`src/verilog/adt_pkg.sv`:
```
// Constants, offsets and field layout for the adaptive dead time offset block.
// Assumes nominal edge timings arrive in ticks of the PWM timing resolution.
`default_nettype none

package adt_pkg;

  localparam int ADT_NUM_EDGES = 4;
  localparam int ADT_ADDR_W = 8;
  localparam int ADT_DATA_W = 8;
  localparam int ADT_OFFSET_W = 3;
  localparam int ADT_THRESH_W = 3;
  localparam int ADT_EDGE_W = 12;

  localparam logic [ADT_ADDR_W-1:0] ADT_ADDR_THRESHOLD = 8'h68;
  localparam logic [ADT_ADDR_W-1:0] ADT_ADDR_EDGES_ONE_TWO = 8'h69;
  localparam logic [ADT_ADDR_W-1:0] ADT_ADDR_EDGES_THREE_FOUR = 8'h6a;

  localparam int ADT_POL_HI_BIT = 7;
  localparam int ADT_OFS_HI_MSB = 6;
  localparam int ADT_OFS_HI_LSB = 4;
  localparam int ADT_POL_LO_BIT = 3;
  localparam int ADT_OFS_LO_MSB = 2;
  localparam int ADT_OFS_LO_LSB = 0;
  localparam int ADT_THRESH_MSB = 2;

  localparam logic [ADT_DATA_W-1:0] ADT_RST_THRESHOLD = 8'h00;
  localparam logic [ADT_DATA_W-1:0] ADT_RST_DEAD_TIME = 8'h00;
  localparam logic [ADT_DATA_W-1:0] ADT_UNMAPPED_READ = 8'h00;

  localparam int ADT_CLK_PERIOD_NS = 20;
  localparam int ADT_OFFSET_STEP_NS = 5;
  localparam int ADT_OFFSET_MAX_NS = 35;
  localparam int ADT_TICK_NS = 5;
  localparam int ADT_STEP_TICKS = ADT_OFFSET_STEP_NS / ADT_TICK_NS;

  typedef logic [ADT_OFFSET_W-1:0] adt_offset_t;

endpackage

`default_nettype wire
```
`src/verilog/adt_edge_if.sv`:
```
// Interface carrying one edge's nominal time, offset setting and adjusted time.
// Assumes the controller drives the settings and the calculator returns the result.
`timescale 1ns/1ps
`default_nettype none

interface adt_edge_if
  import adt_pkg::*;
#(
  parameter int EDGE_W = ADT_EDGE_W
);
  logic [EDGE_W-1:0] nominal;
  logic              polarity;
  adt_offset_t       offset;
  logic              apply;
  logic [EDGE_W-1:0] adjusted;

  modport ctrl
  (
    output nominal,
    output polarity,
    output offset,
    output apply,
    input  adjusted
  );

  modport calc
  (
    input  nominal,
    input  polarity,
    input  offset,
    input  apply,
    output adjusted
  );
endinterface

`default_nettype wire

```
`src/verilog/adt_dead_time.sv`:
```
// Adaptive dead time offsets for the first four PWM edge timings.
// Assumes register port, period strobe and current flag are on clk.
//
// Function
// - A polarity bit of 0 moves its edge later and a bit of 1 moves it earlier.
// - The first dead time register holds edge one in bits 7 to 4 and edge two in bits 3 to 0.
// - The second dead time register holds edge three in bits 7 to 4 and edge four in bits 3 to 0.
// - Each offset code moves its edge by the code times 5 ns, up to 35 ns for code 7.
// - Edge three is shifted from its own nominal time on the same 5 ns scale as the rest.
// - Offsets apply only in periods that start with the secondary current below threshold, else nominal timing.
`timescale 1ns/1ps
`default_nettype none

module adt_dead_time
  import adt_pkg::*;
#(
  parameter int EDGE_W     = ADT_EDGE_W,
  parameter int STEP_TICKS = ADT_STEP_TICKS
)
(
  input  wire logic                                   clk,
  input  wire logic                                   sys_rst,
  input  wire logic [ADT_ADDR_W-1:0]                  reg_addr,
  input  wire logic                                   reg_wr_en,
  input  wire logic [ADT_DATA_W-1:0]                  reg_wdata,
  input  wire logic                                   reg_rd_en,
  output var  logic [ADT_DATA_W-1:0]                  reg_rdata,
  output var  logic                                   reg_rd_valid,
  input  wire logic                                   period_start,
  input  wire logic                                   current_below_threshold,
  input  wire logic [ADT_NUM_EDGES-1:0][EDGE_W-1:0]   nominal_edge,
  output var  logic [ADT_NUM_EDGES-1:0][EDGE_W-1:0]   adjusted_edge,
  output var  logic [ADT_THRESH_W-1:0]                dead_time_threshold,
  output var  logic                                   offsets_active
);

  import adt_pkg::*;

  // ----------------------------------------------------------------
  // Register storage
  // ----------------------------------------------------------------

  logic [ADT_DATA_W-1:0] threshold_setting;
  logic [ADT_DATA_W-1:0] dead_time_edges_one_two;
  logic [ADT_DATA_W-1:0] dead_time_edges_three_four;
  logic [ADT_DATA_W-1:0] active_one_two;
  logic [ADT_DATA_W-1:0] active_three_four;
  logic                  apply_offsets;
  logic [ADT_DATA_W-1:0] next_rdata;

  logic                  wr_threshold;
  logic                  wr_one_two;
  logic                  wr_three_four;

  assign wr_threshold  = reg_wr_en && (reg_addr == ADT_ADDR_THRESHOLD);
  assign wr_one_two    = reg_wr_en && (reg_addr == ADT_ADDR_EDGES_ONE_TWO);
  assign wr_three_four = reg_wr_en && (reg_addr == ADT_ADDR_EDGES_THREE_FOUR);

  always_ff @(posedge clk)
  begin
    if (sys_rst)
    begin
      threshold_setting <= ADT_RST_THRESHOLD;
    end
    else if (wr_threshold)
    begin
      threshold_setting <= reg_wdata;
    end
  end

  always_ff @(posedge clk)
  begin
    if (sys_rst)
    begin
      dead_time_edges_one_two <= ADT_RST_DEAD_TIME;
    end
    else if (wr_one_two)
    begin
      dead_time_edges_one_two <= reg_wdata;
    end
  end

  always_ff @(posedge clk)
  begin
    if (sys_rst)
    begin
      dead_time_edges_three_four <= ADT_RST_DEAD_TIME;
    end
    else if (wr_three_four)
    begin
      dead_time_edges_three_four <= reg_wdata;
    end
  end

  // ----------------------------------------------------------------
  // Register read port
  // ----------------------------------------------------------------

  always_comb
  begin
    unique case (reg_addr)
      ADT_ADDR_THRESHOLD:        next_rdata = threshold_setting;
      ADT_ADDR_EDGES_ONE_TWO:    next_rdata = dead_time_edges_one_two;
      ADT_ADDR_EDGES_THREE_FOUR: next_rdata = dead_time_edges_three_four;
      default:                   next_rdata = ADT_UNMAPPED_READ;
    endcase
  end

  always_ff @(posedge clk)
  begin
    if (sys_rst)
    begin
      reg_rdata <= ADT_UNMAPPED_READ;
    end
    else if (reg_rd_en)
    begin
      reg_rdata <= next_rdata;
    end
  end

  always_ff @(posedge clk)
  begin
    if (sys_rst)
    begin
      reg_rd_valid <= 1'b0;
    end
    else
    begin
      reg_rd_valid <= reg_rd_en;
    end
  end

  // ----------------------------------------------------------------
  // Period-aligned settings and the threshold output copy
  // ----------------------------------------------------------------

  always_ff @(posedge clk)
  begin
    if (sys_rst)
    begin
      active_one_two    <= ADT_RST_DEAD_TIME;
      active_three_four <= ADT_RST_DEAD_TIME;
    end
    else if (period_start)
    begin
      active_one_two    <= dead_time_edges_one_two;
      active_three_four <= dead_time_edges_three_four;
    end
  end

  always_ff @(posedge clk)
  begin
    if (sys_rst)
    begin
      apply_offsets <= 1'b0;
    end
    else if (period_start)
    begin
      apply_offsets <= current_below_threshold;
    end
  end

  always_ff @(posedge clk)
  begin
    if (sys_rst)
    begin
      offsets_active <= 1'b0;
    end
    else
    begin
      offsets_active <= apply_offsets;
    end
  end

  always_ff @(posedge clk)
  begin
    if (sys_rst)
    begin
      dead_time_threshold <= ADT_RST_THRESHOLD[ADT_THRESH_MSB:0];
    end
    else
    begin
      dead_time_threshold <= threshold_setting[ADT_THRESH_MSB:0];
    end
  end

  // ----------------------------------------------------------------
  // Per-edge offset decode and shift
  // ----------------------------------------------------------------

  genvar gi;
  generate
    for (gi = 0; gi < ADT_NUM_EDGES; gi++)
    begin : g_edge
      logic [ADT_DATA_W-1:0] src;

      adt_edge_if #(.EDGE_W(EDGE_W)) edge_bus ();

      assign src = (gi < 2) ? active_one_two : active_three_four;

      if ((gi % 2) == 0)
      begin : g_hi
        assign edge_bus.polarity = src[ADT_POL_HI_BIT];
        assign edge_bus.offset   = src[ADT_OFS_HI_MSB:ADT_OFS_HI_LSB];
      end
      else
      begin : g_lo
        assign edge_bus.polarity = src[ADT_POL_LO_BIT];
        assign edge_bus.offset   = src[ADT_OFS_LO_MSB:ADT_OFS_LO_LSB];
      end

      assign edge_bus.nominal = nominal_edge[gi];
      assign edge_bus.apply   = apply_offsets;

      adt_edge_offset #(
        .EDGE_W     (EDGE_W),
        .STEP_TICKS (STEP_TICKS)
      ) u_offset (
        .lane (edge_bus.calc)
      );

      always_ff @(posedge clk)
      begin
        if (sys_rst)
        begin
          adjusted_edge[gi] <= '0;
        end
        else
        begin
          adjusted_edge[gi] <= edge_bus.adjusted;
        end
      end
    end
  endgenerate

endmodule

`default_nettype wire

```
`src/verilog/adt_edge_offset.sv`:
```
// Combinational shift of one PWM edge by its signed-magnitude offset.
// Assumes nominal time in timing ticks; result saturates at the range ends.
`timescale 1ns/1ps
`default_nettype none

module adt_edge_offset
  import adt_pkg::*;
#(
  parameter int EDGE_W     = ADT_EDGE_W,
  parameter int STEP_TICKS = ADT_STEP_TICKS
)
(
  adt_edge_if.calc lane
);

  logic [EDGE_W:0] nom_ext;
  logic [EDGE_W:0] shift_ext;
  logic [EDGE_W:0] sum_ext;

  assign nom_ext = {1'b0, lane.nominal};
  assign shift_ext = (EDGE_W+1)'((EDGE_W+1)'(lane.offset) * (EDGE_W+1)'(STEP_TICKS));
  assign sum_ext = nom_ext + shift_ext;

  always_comb
  begin
    if (!lane.apply)
    begin
      lane.adjusted = lane.nominal;
    end
    else if (!lane.polarity)
    begin
      lane.adjusted = sum_ext[EDGE_W] ? {EDGE_W{1'b1}} : sum_ext[EDGE_W-1:0];
    end
    else if (shift_ext > nom_ext)
    begin
      lane.adjusted = '0;
    end
    else
    begin
      lane.adjusted = lane.nominal - shift_ext[EDGE_W-1:0];
    end
  end

endmodule

`default_nettype wire

```
`config.mk`:
```
export PLATFORM = sky130hd
export DESIGN_NAME = adt_dead_time
export DESIGN_NICKNAME = d
export VERILOG_FILES = /design/src/verilog/adt_pkg.sv /design/src/verilog/adt_edge_if.sv /design/src/verilog/adt_dead_time.sv /design/src/verilog/adt_edge_offset.sv
export SDC_FILE = /design/constraint.sdc
export NUM_CORES = 1
export LEC_CHECK = 0
export BUFFER_PORTS_ARGS = -buffer_cell sky130_fd_sc_hd__buf_4
export CAP_MARGIN = 15
export CORE_MARGIN = 8
export CORE_UTILIZATION = 56
export DETAILED_ROUTE_END_ITERATION = 8
export GPL_TIMING_DRIVEN = 0
export PLACE_DENSITY = 0.88
export SYNTH_ARGS = -nofsm -noshare
export SYNTH_HDL_FRONTEND = slang
export SYNTH_SLANG_ARGS = --single-unit
```
`constraint.sdc`:
```
create_clock -name clk -period 3.19 [get_ports clk]
set_input_delay 0.319 -clock clk [delete_from_list [all_inputs] [get_ports clk]]
set_output_delay 0.319 -clock clk [all_outputs]
set_load 0.005 [all_outputs]
```
==> metrics.txt, run 1 <==
# TYPE chip_impl_metric gauge
chip_impl_info{name="grt_setup_unrepaired",value="false"} 1
chip_impl_metric{name="synthToLayoutAreaGrowth",unit="%"} 20.2
chip_impl_metric{name="rows",unit=""} 39
chip_impl_metric{name="io_buffer_count",unit=""} 110
chip_impl_metric{name="clock_power_share",unit="%"} 39.0
chip_impl_metric{name="initial_cell_density_of_the_core",unit="%"} 57.1
chip_impl_metric{name="cts_sinks",unit=""} 102
chip_impl_metric{name="num_io_pins",unit=""} 131
chip_impl_metric{name="detail_route.wirelength",unit="mm"} 20.7
chip_impl_metric{name="detailroute.via_count",unit=""} 6993
chip_impl_metric{name="power.combinational.fraction",unit="%"} 16.0
chip_impl_metric{name="power.net_switching",unit="uW"} 780
chip_impl_metric{name="total_internal_power",unit="uW"} 2170
chip_impl_metric{name="globalplace.congestion",unit=""} 0.976
chip_impl_metric{name="grt_usage",unit="%"} 26.5
chip_impl_metric{name="max_cap_viol_count",unit=""} 0
chip_impl_metric{name="place_area",unit="um^2"} 7500
chip_impl_metric{name="switching_share",unit="%"} 26.4
chip_impl_metric{name="drt_iter0_drc",unit=""} 1104
chip_impl_metric{name="fin_hold_ws",unit="ps"} 258
chip_impl_info{name="timing.critical_path.from_type",value="register"} 1
chip_impl_metric{name="post_synth_inst_count",unit=""} 815
chip_impl_metric{name="antenna_found_initial",unit=""} 0
chip_impl_info{name="layout.cells.most_common",value="sky130_fd_sc_hd__buf_4"} 1
chip_impl_metric{name="post-dp-hpwl",unit="mm"} 15.2
chip_impl_info{name="synth_top_family_by_area",value="compound AO/OA/AOI/OAI gates"} 1
chip_impl_metric{name="synth_mux_area_share",unit="%"} 2.62
chip_impl_metric{name="final.setup.tns",unit="ps"} 0
chip_impl_metric{name="final_net_count",unit=""} 1038
chip_impl_metric{name="final-max-slew-violation-count",unit=""} 0
chip_impl_metric{name="async_flop_share",unit="%"} 0
chip_impl_metric{name="first_global_vias",unit=""} 6544
chip_impl_info{name="timing.setup.critical_path_class",value="register to register"} 1
chip_impl_metric{name="postCtsResizedCells",unit=""} 0
chip_impl_metric{name="post_synth_instance_area",unit="um^2"} 6490
chip_impl_metric{name="synth-seq-cells",unit=""} 102
chip_impl_metric{name="cp.required",unit="ps"} 3420
chip_impl_metric{name="numCtsBuffers",unit=""} 9
chip_impl_metric{name="worst_rel_slew_slack",unit="%"} 37.0
chip_impl_metric{name="grt_first_pass_wirelength",unit="mm"} 32.6
chip_impl_info{name="timing.critical_path.to_type",value="register"} 1
chip_impl_metric{name="max-clock-path-buffers",unit=""} 2
chip_impl_info{name="yosys_most_used_dff",value="sky130_fd_sc_hd__dfxtp_1"} 1
chip_impl_info{name="layout.cells.most_common_list",value="sky130_fd_sc_hd__buf_4, sky130_fd_sc_hd__dfxtp_1, sky130_fd_sc_hd__nand2_1"} 1
chip_impl_metric{name="worst_skew_pair_latency",unit="ps"} 350
chip_impl_metric{name="layout_worst_path_cycle_share",unit="%"} 91.0
chip_impl_metric{name="drt_pass1_iterations",unit=""} 7
chip_impl_metric{name="synth_sequential_area_ratio",unit="%"} 31.4
chip_impl_info{name="cts_root_buffer",value="sky130_fd_sc_hd__clkbuf_16"} 1
chip_impl_metric{name="final_design_area_no_fill",unit="um^2"} 7810
chip_impl_metric{name="htree_levels",unit=""} 3
chip_impl_info{name="hold_class",value="primary input to register"} 1
chip_impl_metric{name="setup_viol",unit=""} 0
chip_impl_metric{name="post_cts_buffers",unit=""} 0
chip_impl_metric{name="hold_buffers",unit=""} 0
chip_impl_info{name="tritoncts",value="built"} 1
chip_impl_metric{name="drive_gt1_share",unit="%"} 16.7
chip_impl_metric{name="wl_per_cell",unit="um"} 19.1
chip_impl_metric{name="timing.critical_path.fanout_max",unit=""} 9
chip_impl_metric{name="power_density_over_cell_area",unit="nW/um^2"} 378
chip_impl_metric{name="post_synth_and_or_nand_nor_area_fraction",unit="%"} 22.4
chip_impl_metric{name="total_leakage_power",unit="uW"} 0.00299
chip_impl_metric{name="diode_insertion_count_for_antenna_repair",unit=""} 0
chip_impl_metric{name="post-layout-total-power",unit="uW"} 2950
chip_impl_metric{name="worstMarginPinSlew",unit="ps"} 937
chip_impl_metric{name="worst_ir_drop_vdd",unit="V"} 0.000297
chip_impl_metric{name="core_area",unit="um^2"} 11400
chip_impl_metric{name="compound_gate_fraction_of_synth_area",unit="%"} 25.1
chip_impl_metric{name="mappedNetlistNets",unit=""} 917
chip_impl_metric{name="timing.fmax",unit="GHz"} 0.345
chip_impl_metric{name="syn-mean-instance-area",unit="um^2"} 7.97
chip_impl_metric{name="die_y",unit="um"} 124
chip_impl_metric{name="drcViolationCount",unit=""} 0
chip_impl_metric{name="yosysWarningCount",unit=""} 0
chip_impl_metric{name="yosys.area_share.xor_xnor",unit="%"} 4.86
chip_impl_metric{name="worst_setup_hold_path_clk_slew",unit="ps"} 70
chip_impl_metric{name="ant_nets",unit=""} 0
chip_impl_metric{name="post-route-min-period",unit="ps"} 2900
chip_impl_metric{name="synth_adder_area_share",unit="%"} 7.09
chip_impl_metric{name="die_width",unit="um"} 124
chip_impl_metric{name="fillerInstances",unit=""} 942
chip_impl_metric{name="power.share.sequential",unit="%"} 45.0
chip_impl_metric{name="finClkSkew",unit="ps"} 4.75
chip_impl_metric{name="ys_types",unit=""} 74
chip_impl_metric{name="dieArea",unit="um^2"} 15300
chip_impl_metric{name="hold_viol",unit=""} 0
chip_impl_metric{name="synth-edff-count",unit=""} 0
chip_impl_metric{name="vias_per_cell",unit=""} 6.45
chip_impl_info{name="outcome",value="finished clean"} 1
chip_impl_metric{name="grt_overflow",unit=""} 0
chip_impl_metric{name="cp.arrival",unit="ps"} 3130
chip_impl_metric{name="grt_start_max_net_pins",unit=""} 17
[routing by layer]
metal	GRT usage [%]	routed length (um)	up-vias
li1	-	-	3215
met1	33.4	7880	3208
met2	43.3	9520	492
met3	5.21	2560	78
met4	11.4	783	0
met5	0	0	-
[flip-flops by register name, indices dropped and copies added, names as in the netlist]
signal and count:
active_one_two 8, threshold_setting 8, adjusted_edge 48, dead_time_edges_three_four 8, dead_time_threshold 3, reg_rdata 8, reg_rd_valid 1, active_three_four 8
dead_time_edges_one_two 8, apply_offsets 1, offsets_active 1
[stage by stage]
stage	util (%)	setup slack, ps	std cells
3_3_place_gp	66.0	197	1068
3_5_place_dp	66.0	232	1068
2_1_floorplan	-	677	815
5_1_grt	68.7	163	1084
6_report	68.7	288	1084
4_1_cts	68.7	335	1084
[synthesized netlist by cell type, types with 8 or more instances]
| library cell | count | share of area, % |
|---|---|---|
| sky130_fd_sc_hd__dfxtp_1 | 102 | 31 |
| sky130_fd_sc_hd__a221oi_1 | 16 | 2.2 |
| sky130_fd_sc_hd__xor2_1 | 19 | 2.6 |
| sky130_fd_sc_hd__o211ai_1 | 10 | 1.2 |
| sky130_fd_sc_hd__inv_1 | 30 | 1.7 |
| sky130_fd_sc_hd__a21oi_1 | 64 | 4.9 |
| sky130_fd_sc_hd__a222oi_1 | 8 | 1.2 |
| sky130_fd_sc_hd__a211oi_1 | 14 | 1.6 |
| sky130_fd_sc_hd__mux2i_1 | 17 | 2.6 |
| sky130_fd_sc_hd__nand3_1 | 41 | 3.2 |
| sky130_fd_sc_hd__nor2_1 | 68 | 3.9 |
| sky130_fd_sc_hd__xnor2_1 | 17 | 2.3 |
| sky130_fd_sc_hd__o21ai_0 | 49 | 3.8 |
| sky130_fd_sc_hd__nor2b_1 | 15 | 1.4 |
| sky130_fd_sc_hd__ha_1 | 24 | 4.6 |
| sky130_fd_sc_hd__nor3_1 | 26 | 2.0 |
| sky130_fd_sc_hd__fa_1 | 8 | 2.5 |
| sky130_fd_sc_hd__nand2_1 | 92 | 5.3 |
| sky130_fd_sc_hd__nor4_1 | 8 | 0.77 |
| sky130_fd_sc_hd__clkbuf_1 | 43 | 2.5 |
[worst max-delay path, cell delays in order, from the launching register on]
cell	delay, ps
sky130_fd_sc_hd__dfxtp_1	340
sky130_fd_sc_hd__ha_1	230
sky130_fd_sc_hd__fa_1	410
sky130_fd_sc_hd__nor2b_1	170
sky130_fd_sc_hd__o2111ai_1	360
sky130_fd_sc_hd__o31a_1	440
sky130_fd_sc_hd__or4b_2	620
sky130_fd_sc_hd__o211ai_1	110
sky130_fd_sc_hd__a211oi_1	100
[final cells by class]
| type | count | area (um^2) | area share, % |
|---|---|---|---|
| Sequential cell | 102 | 2040 | 26.2 |
| Tap cell | 143 | 179 | 2.29 |
| Timing Repair Buffer | 110 | 826 | 10.6 |
| Buffer | 58 | 293 | 3.75 |
| Inverter | 33 | 124 | 1.59 |
| Clock inverter | 5 | 56.3 | 0.721 |
| Clock buffer | 11 | 253 | 3.24 |
| Multi-Input combinational cell | 622 | 4040 | 51.7 |
[cell families (layout without fill, tap and decap cells)]
| logic type | after synthesis | after routing |
|---|---|---|
| AOI/OAI and AO/OA | 237 | 237 |
| adders and majority gates | 32 | 32 |
| muxes | 17 | 17 |
| and+or+nand+nor | 300 | 300 |
| xor gates and xnor gates | 36 | 36 |
| DFF | 102 | 102 |
| buffers and inverters | 91 | 217 |
[path summary, 6_finish.rpt]
check / from / end / slack [ps] / depth (start not counted)
max: active_three_four[4]$_SDFFE_PP0P_ / adjusted_edge[31]$_SDFF_PP0_ / 290 / 8
min: reg_wdata[1] / threshold_setting[1]$_SDFFE_PP0P_ / 260 / 3
max reg2reg: active_three_four[4]$_SDFFE_PP0P_ / adjusted_edge[31]$_SDFF_PP0_ / 290 / 8
min reg2reg: threshold_setting[6]$_SDFFE_PP0P_ / threshold_setting[6]$_SDFFE_PP0P_ / 460 / 2
[power groups by stage]
| stage | clock network (uW) | logic [uW] | registers [uW] |
|---|---|---|---|
| final | 1150 | 471 | 1330 |
| after global routing | 1200 | 505 | 1330 |
| after CTS | 1150 | 460 | 1330 |
| after detailed placement | 0 | 458 | 1360 |
| after global placement | 0 | 450 | 1360 |
| after floorplan | 0 | 236 | 1360 |
Note: power is estimated with default switching activity, not from simulation.
==> inputs of run 2 (changes only) <==
--- a/config.mk
+++ b/config.mk
@@ -5,13 +5,13 @@
 export SDC_FILE = /design/constraint.sdc
 export NUM_CORES = 1
 export LEC_CHECK = 0
-export BUFFER_PORTS_ARGS = -buffer_cell sky130_fd_sc_hd__buf_4
 export CAP_MARGIN = 15
 export CORE_MARGIN = 8
-export CORE_UTILIZATION = 56
+export CORE_UTILIZATION = 35
 export DETAILED_ROUTE_END_ITERATION = 8
+export DONT_BUFFER_PORTS = 1
 export GPL_TIMING_DRIVEN = 0
-export PLACE_DENSITY = 0.88
+export PLACE_DENSITY = 0.56
 export SYNTH_ARGS = -nofsm -noshare
 export SYNTH_HDL_FRONTEND = slang
 export SYNTH_SLANG_ARGS = --single-unit
==> run 2 against run 1 <==
Against the previous run: combinational power fell by 32%; first-iteration DRC count fell by 60%; sequential share of layout area rose by 2.6 points; via count fell by 10%; worst hold slack got worse by 180 ps; sequential cell count did not move; cell count fell by 1.7%; global-route usage fell by 8.0 points; power fell by 4.5%; sequential power barely moved; clock power barely moved; cell area fell by 9.1%; critical endpoint unchanged; largest cell class unchanged.
==> metrics.txt, run 2 (synthesized netlist as in run 1, its figures left out) <==
# TYPE chip_impl_metric gauge
chip_impl_info{name="timing.critical_path.from_type",value="register"} 1
chip_impl_metric{name="timing.critical_path.fanout_max",unit=""} 9
chip_impl_metric{name="worstMarginPinSlew",unit="ps"} 944
chip_impl_metric{name="dieArea",unit="um^2"} 23200
chip_impl_metric{name="post_cts_buffers",unit=""} 0
chip_impl_metric{name="first_global_vias",unit=""} 5941
chip_impl_metric{name="die_y",unit="um"} 152
chip_impl_metric{name="stdcell_count",unit=""} 1066
chip_impl_metric{name="finClkSkew",unit="ps"} 11.4
chip_impl_metric{name="grt_first_pass_wirelength",unit="mm"} 34.2
chip_impl_metric{name="max_cap_viol_count",unit=""} 0
chip_impl_metric{name="hold_buffers",unit=""} 0
chip_impl_info{name="layout.cells.most_common",value="sky130_fd_sc_hd__dfxtp_1"} 1
chip_impl_metric{name="final.setup.tns",unit="ps"} 0
chip_impl_info{name="hold-path-endpoint",value="adjusted_edge[41]$_SDFF_PP0_"} 1
chip_impl_info{name="grt_setup_unrepaired",value="false"} 1
chip_impl_info{name="timing.rr.end",value="adjusted_edge[31]$_SDFF_PP0_"} 1
chip_impl_metric{name="htree_levels",unit=""} 3
chip_impl_info{name="largest-register",value="adjusted_edge"} 1
chip_impl_metric{name="worst_rel_slew_slack",unit="%"} 36.6
chip_impl_metric{name="multi_input_area",unit="um^2"} 4040
chip_impl_metric{name="grt_usage",unit="%"} 18.5
chip_impl_info{name="cp_cell_sequence",value="ha_1, fa_1, nor2b_1, o2111ai_1, o31a_1, or4b_2, o211ai_1, a211oi_1"} 1
chip_impl_metric{name="grt_overflow",unit=""} 0
chip_impl_metric{name="ant_nets",unit=""} 0
chip_impl_metric{name="power_density_over_cell_area",unit="nW/um^2"} 397
chip_impl_metric{name="rr_worst_depth",unit=""} 8
chip_impl_metric{name="postCtsResizedCells",unit=""} 0
chip_impl_metric{name="layout_worst_path_cycle_share",unit="%"} 93.5
chip_impl_metric{name="drt_pass1_iterations",unit=""} 7
chip_impl_metric{name="initial_cell_density_of_the_core",unit="%"} 35.2
chip_impl_metric{name="use_met2",unit="%"} 29.2
chip_impl_metric{name="cp.required",unit="ps"} 3430
chip_impl_metric{name="hold_crit_depth",unit=""} 2
chip_impl_metric{name="drt_iter0_drc",unit=""} 437
chip_impl_metric{name="post-dp-hpwl",unit="mm"} 16.1
chip_impl_info{name="cts_root_buffer",value="sky130_fd_sc_hd__clkbuf_16"} 1
chip_impl_metric{name="rows",unit=""} 50
chip_impl_info{name="timing.setup.critical_path_class",value="register to register"} 1
chip_impl_metric{name="num_io_pins",unit=""} 131
chip_impl_metric{name="worst_skew_pair_latency",unit="ps"} 370
chip_impl_metric{name="antenna_found_initial",unit=""} 0
chip_impl_info{name="tritoncts",value="built"} 1
chip_impl_metric{name="post-route-min-period",unit="ps"} 2980
chip_impl_info{name="min-delay-start",value="nominal_edge[41]"} 1
chip_impl_metric{name="synthToLayoutAreaGrowth",unit="%"} 9.34
chip_impl_metric{name="post-route-util",unit="%"} 38.5
chip_impl_info{name="outcome",value="finished clean"} 1
chip_impl_metric{name="globalplace.congestion",unit=""} 0.892
chip_impl_metric{name="die_width",unit="um"} 152
chip_impl_info{name="globalRoute.busiestLayer",value="met2"} 1
chip_impl_metric{name="numCtsBuffers",unit=""} 9
chip_impl_metric{name="timing.fmax",unit="GHz"} 0.335
chip_impl_metric{name="regArea",unit="um^2"} 2040
chip_impl_metric{name="core_area",unit="um^2"} 18500
chip_impl_metric{name="fin_hold_ws",unit="ps"} 78.9
chip_impl_metric{name="worst_setup_hold_path_clk_slew",unit="ps"} 80
chip_impl_metric{name="largest_register_ffs",unit=""} 48
chip_impl_metric{name="vias_per_cell",unit=""} 5.88
chip_impl_metric{name="setup_viol",unit=""} 0
chip_impl_metric{name="drive_gt1_share",unit="%"} 5.66
chip_impl_metric{name="detailroute.via_count",unit=""} 6272
chip_impl_metric{name="worst_ir_drop_vdd",unit="V"} 0.000290
chip_impl_metric{name="final_net_count",unit=""} 928
chip_impl_metric{name="fillerInstances",unit=""} 1897
chip_impl_metric{name="placedCellCount",unit=""} 1049
chip_impl_metric{name="grt_start_max_net_pins",unit=""} 22
chip_impl_metric{name="gr-usage-met1",unit="%"} 23.8
chip_impl_metric{name="max-clock-path-buffers",unit=""} 2
chip_impl_metric{name="io_buffer_count",unit=""} 0
chip_impl_metric{name="timing.reg2reg.setup_slack",unit="ps"} 210
chip_impl_metric{name="drcViolationCount",unit=""} 0
chip_impl_info{name="crit_path_top_delay_cell",value="sky130_fd_sc_hd__or4b_2"} 1
chip_impl_metric{name="hold_viol",unit=""} 0
chip_impl_info{name="layout.cells.most_common_list",value="sky130_fd_sc_hd__dfxtp_1, sky130_fd_sc_hd__nand2_1, sky130_fd_sc_hd__nor2_1"} 1
chip_impl_metric{name="detail_route.wirelength",unit="mm"} 21.5
chip_impl_metric{name="cp.arrival",unit="ps"} 3220
chip_impl_metric{name="total_leakage_power",unit="uW"} 0.00244
chip_impl_metric{name="grt_util_met3",unit="%"} 5.47
chip_impl_metric{name="final-max-slew-violation-count",unit=""} 0
chip_impl_info{name="timing.rr.start",value="active_three_four[4]$_SDFFE_PP0P_"} 1
chip_impl_metric{name="wl_per_cell",unit="um"} 20.1
chip_impl_info{name="hold_class",value="primary input to register"} 1
chip_impl_metric{name="crit_path_max_incr_delay",unit="ps"} 610
chip_impl_metric{name="cts_sinks",unit=""} 102
chip_impl_info{name="timing.critical_path.to_type",value="register"} 1
==> run 2: cell types whose count changed in the layout (fill, tap and decap cells not counted), moves of 2 or more <==
cell                       delta
sky130_fd_sc_hd__buf_4      -110
sky130_fd_sc_hd__clkbuf_8     -2
sky130_fd_sc_hd__clkinv_2     -2
sky130_fd_sc_hd__clkinv_8     +3
sky130_fd_sc_hd__inv_6        +2
==> run 2: routing by layer <==
metal  vias to the layer above  part of all wire, %  routed length, um
li1                       3008                    -                  -
met1                      2989                   44               9360
met2                       253                   46               9920
met3                        22                  8.8               1880
met4                         0                  1.4                306
met5                         -                    0                  0
==> run 2: how the worst max path moves through the flow <==
stage          slack (ps)  cells past startpoint                           end                               from
2_1_floorplan         680                      8  adjusted_edge[31]$_SDFF_PP0_                   nominal_edge[24]
3_3_place_gp          230                      8  adjusted_edge[31]$_SDFF_PP0_  active_three_four[4]$_SDFFE_PP0P_
3_5_place_dp          230                      8  adjusted_edge[31]$_SDFF_PP0_  active_three_four[4]$_SDFFE_PP0P_
4_1_cts               190                      8  adjusted_edge[31]$_SDFF_PP0_  active_three_four[4]$_SDFFE_PP0P_
5_1_grt                80                      8  adjusted_edge[35]$_SDFF_PP0_  active_three_four[5]$_SDFFE_PP0P_
6_report              210                      8  adjusted_edge[31]$_SDFF_PP0_  active_three_four[4]$_SDFFE_PP0P_
==> run 2: layout make-up <==
type | instances | share of cell area (%)
tap | 234 | 4.12
multi-input combinational | 622 | 56.8
clock buffer | 9 | 3.17
antenna | 1 | 0.0352
sequential | 102 | 28.8
buffer | 58 | 4.12
clock inverter | 7 | 1.22
inverter | 33 | 1.74
==> run 2: power breakdown <==
group	leakage, uW	internal, uW	switching [uW]
clock	0.000151	564	594
combinational	0.00145	115	204
sequential	0.000835	1320	23.4
total	0.00244	2000	821
==> run 2: worst max-delay path, delay by kind of cell (launching register included) <==
kind,cells,cell delay (ps)
flip-flops,1,350
adder cells (fa/ha/maj),2,640
AO/OA/AOI/OAI,4,1060
AND/OR/NAND/NOR,2,790
==> run 2: metrics by stage <==
| step | area [um^2] | power [uW] | setup WS, ps |
|---|---|---|---|
| global placement | 6790 | 1690 | 227 |
| detailed placement | 6790 | 1690 | 226 |
| global route | 7100 | 2950 | 75.7 |
| CTS | 7100 | 2860 | 193 |
| floorplan | 6490 | 1600 | 677 |
| finish | 7100 | 2820 | 209 |
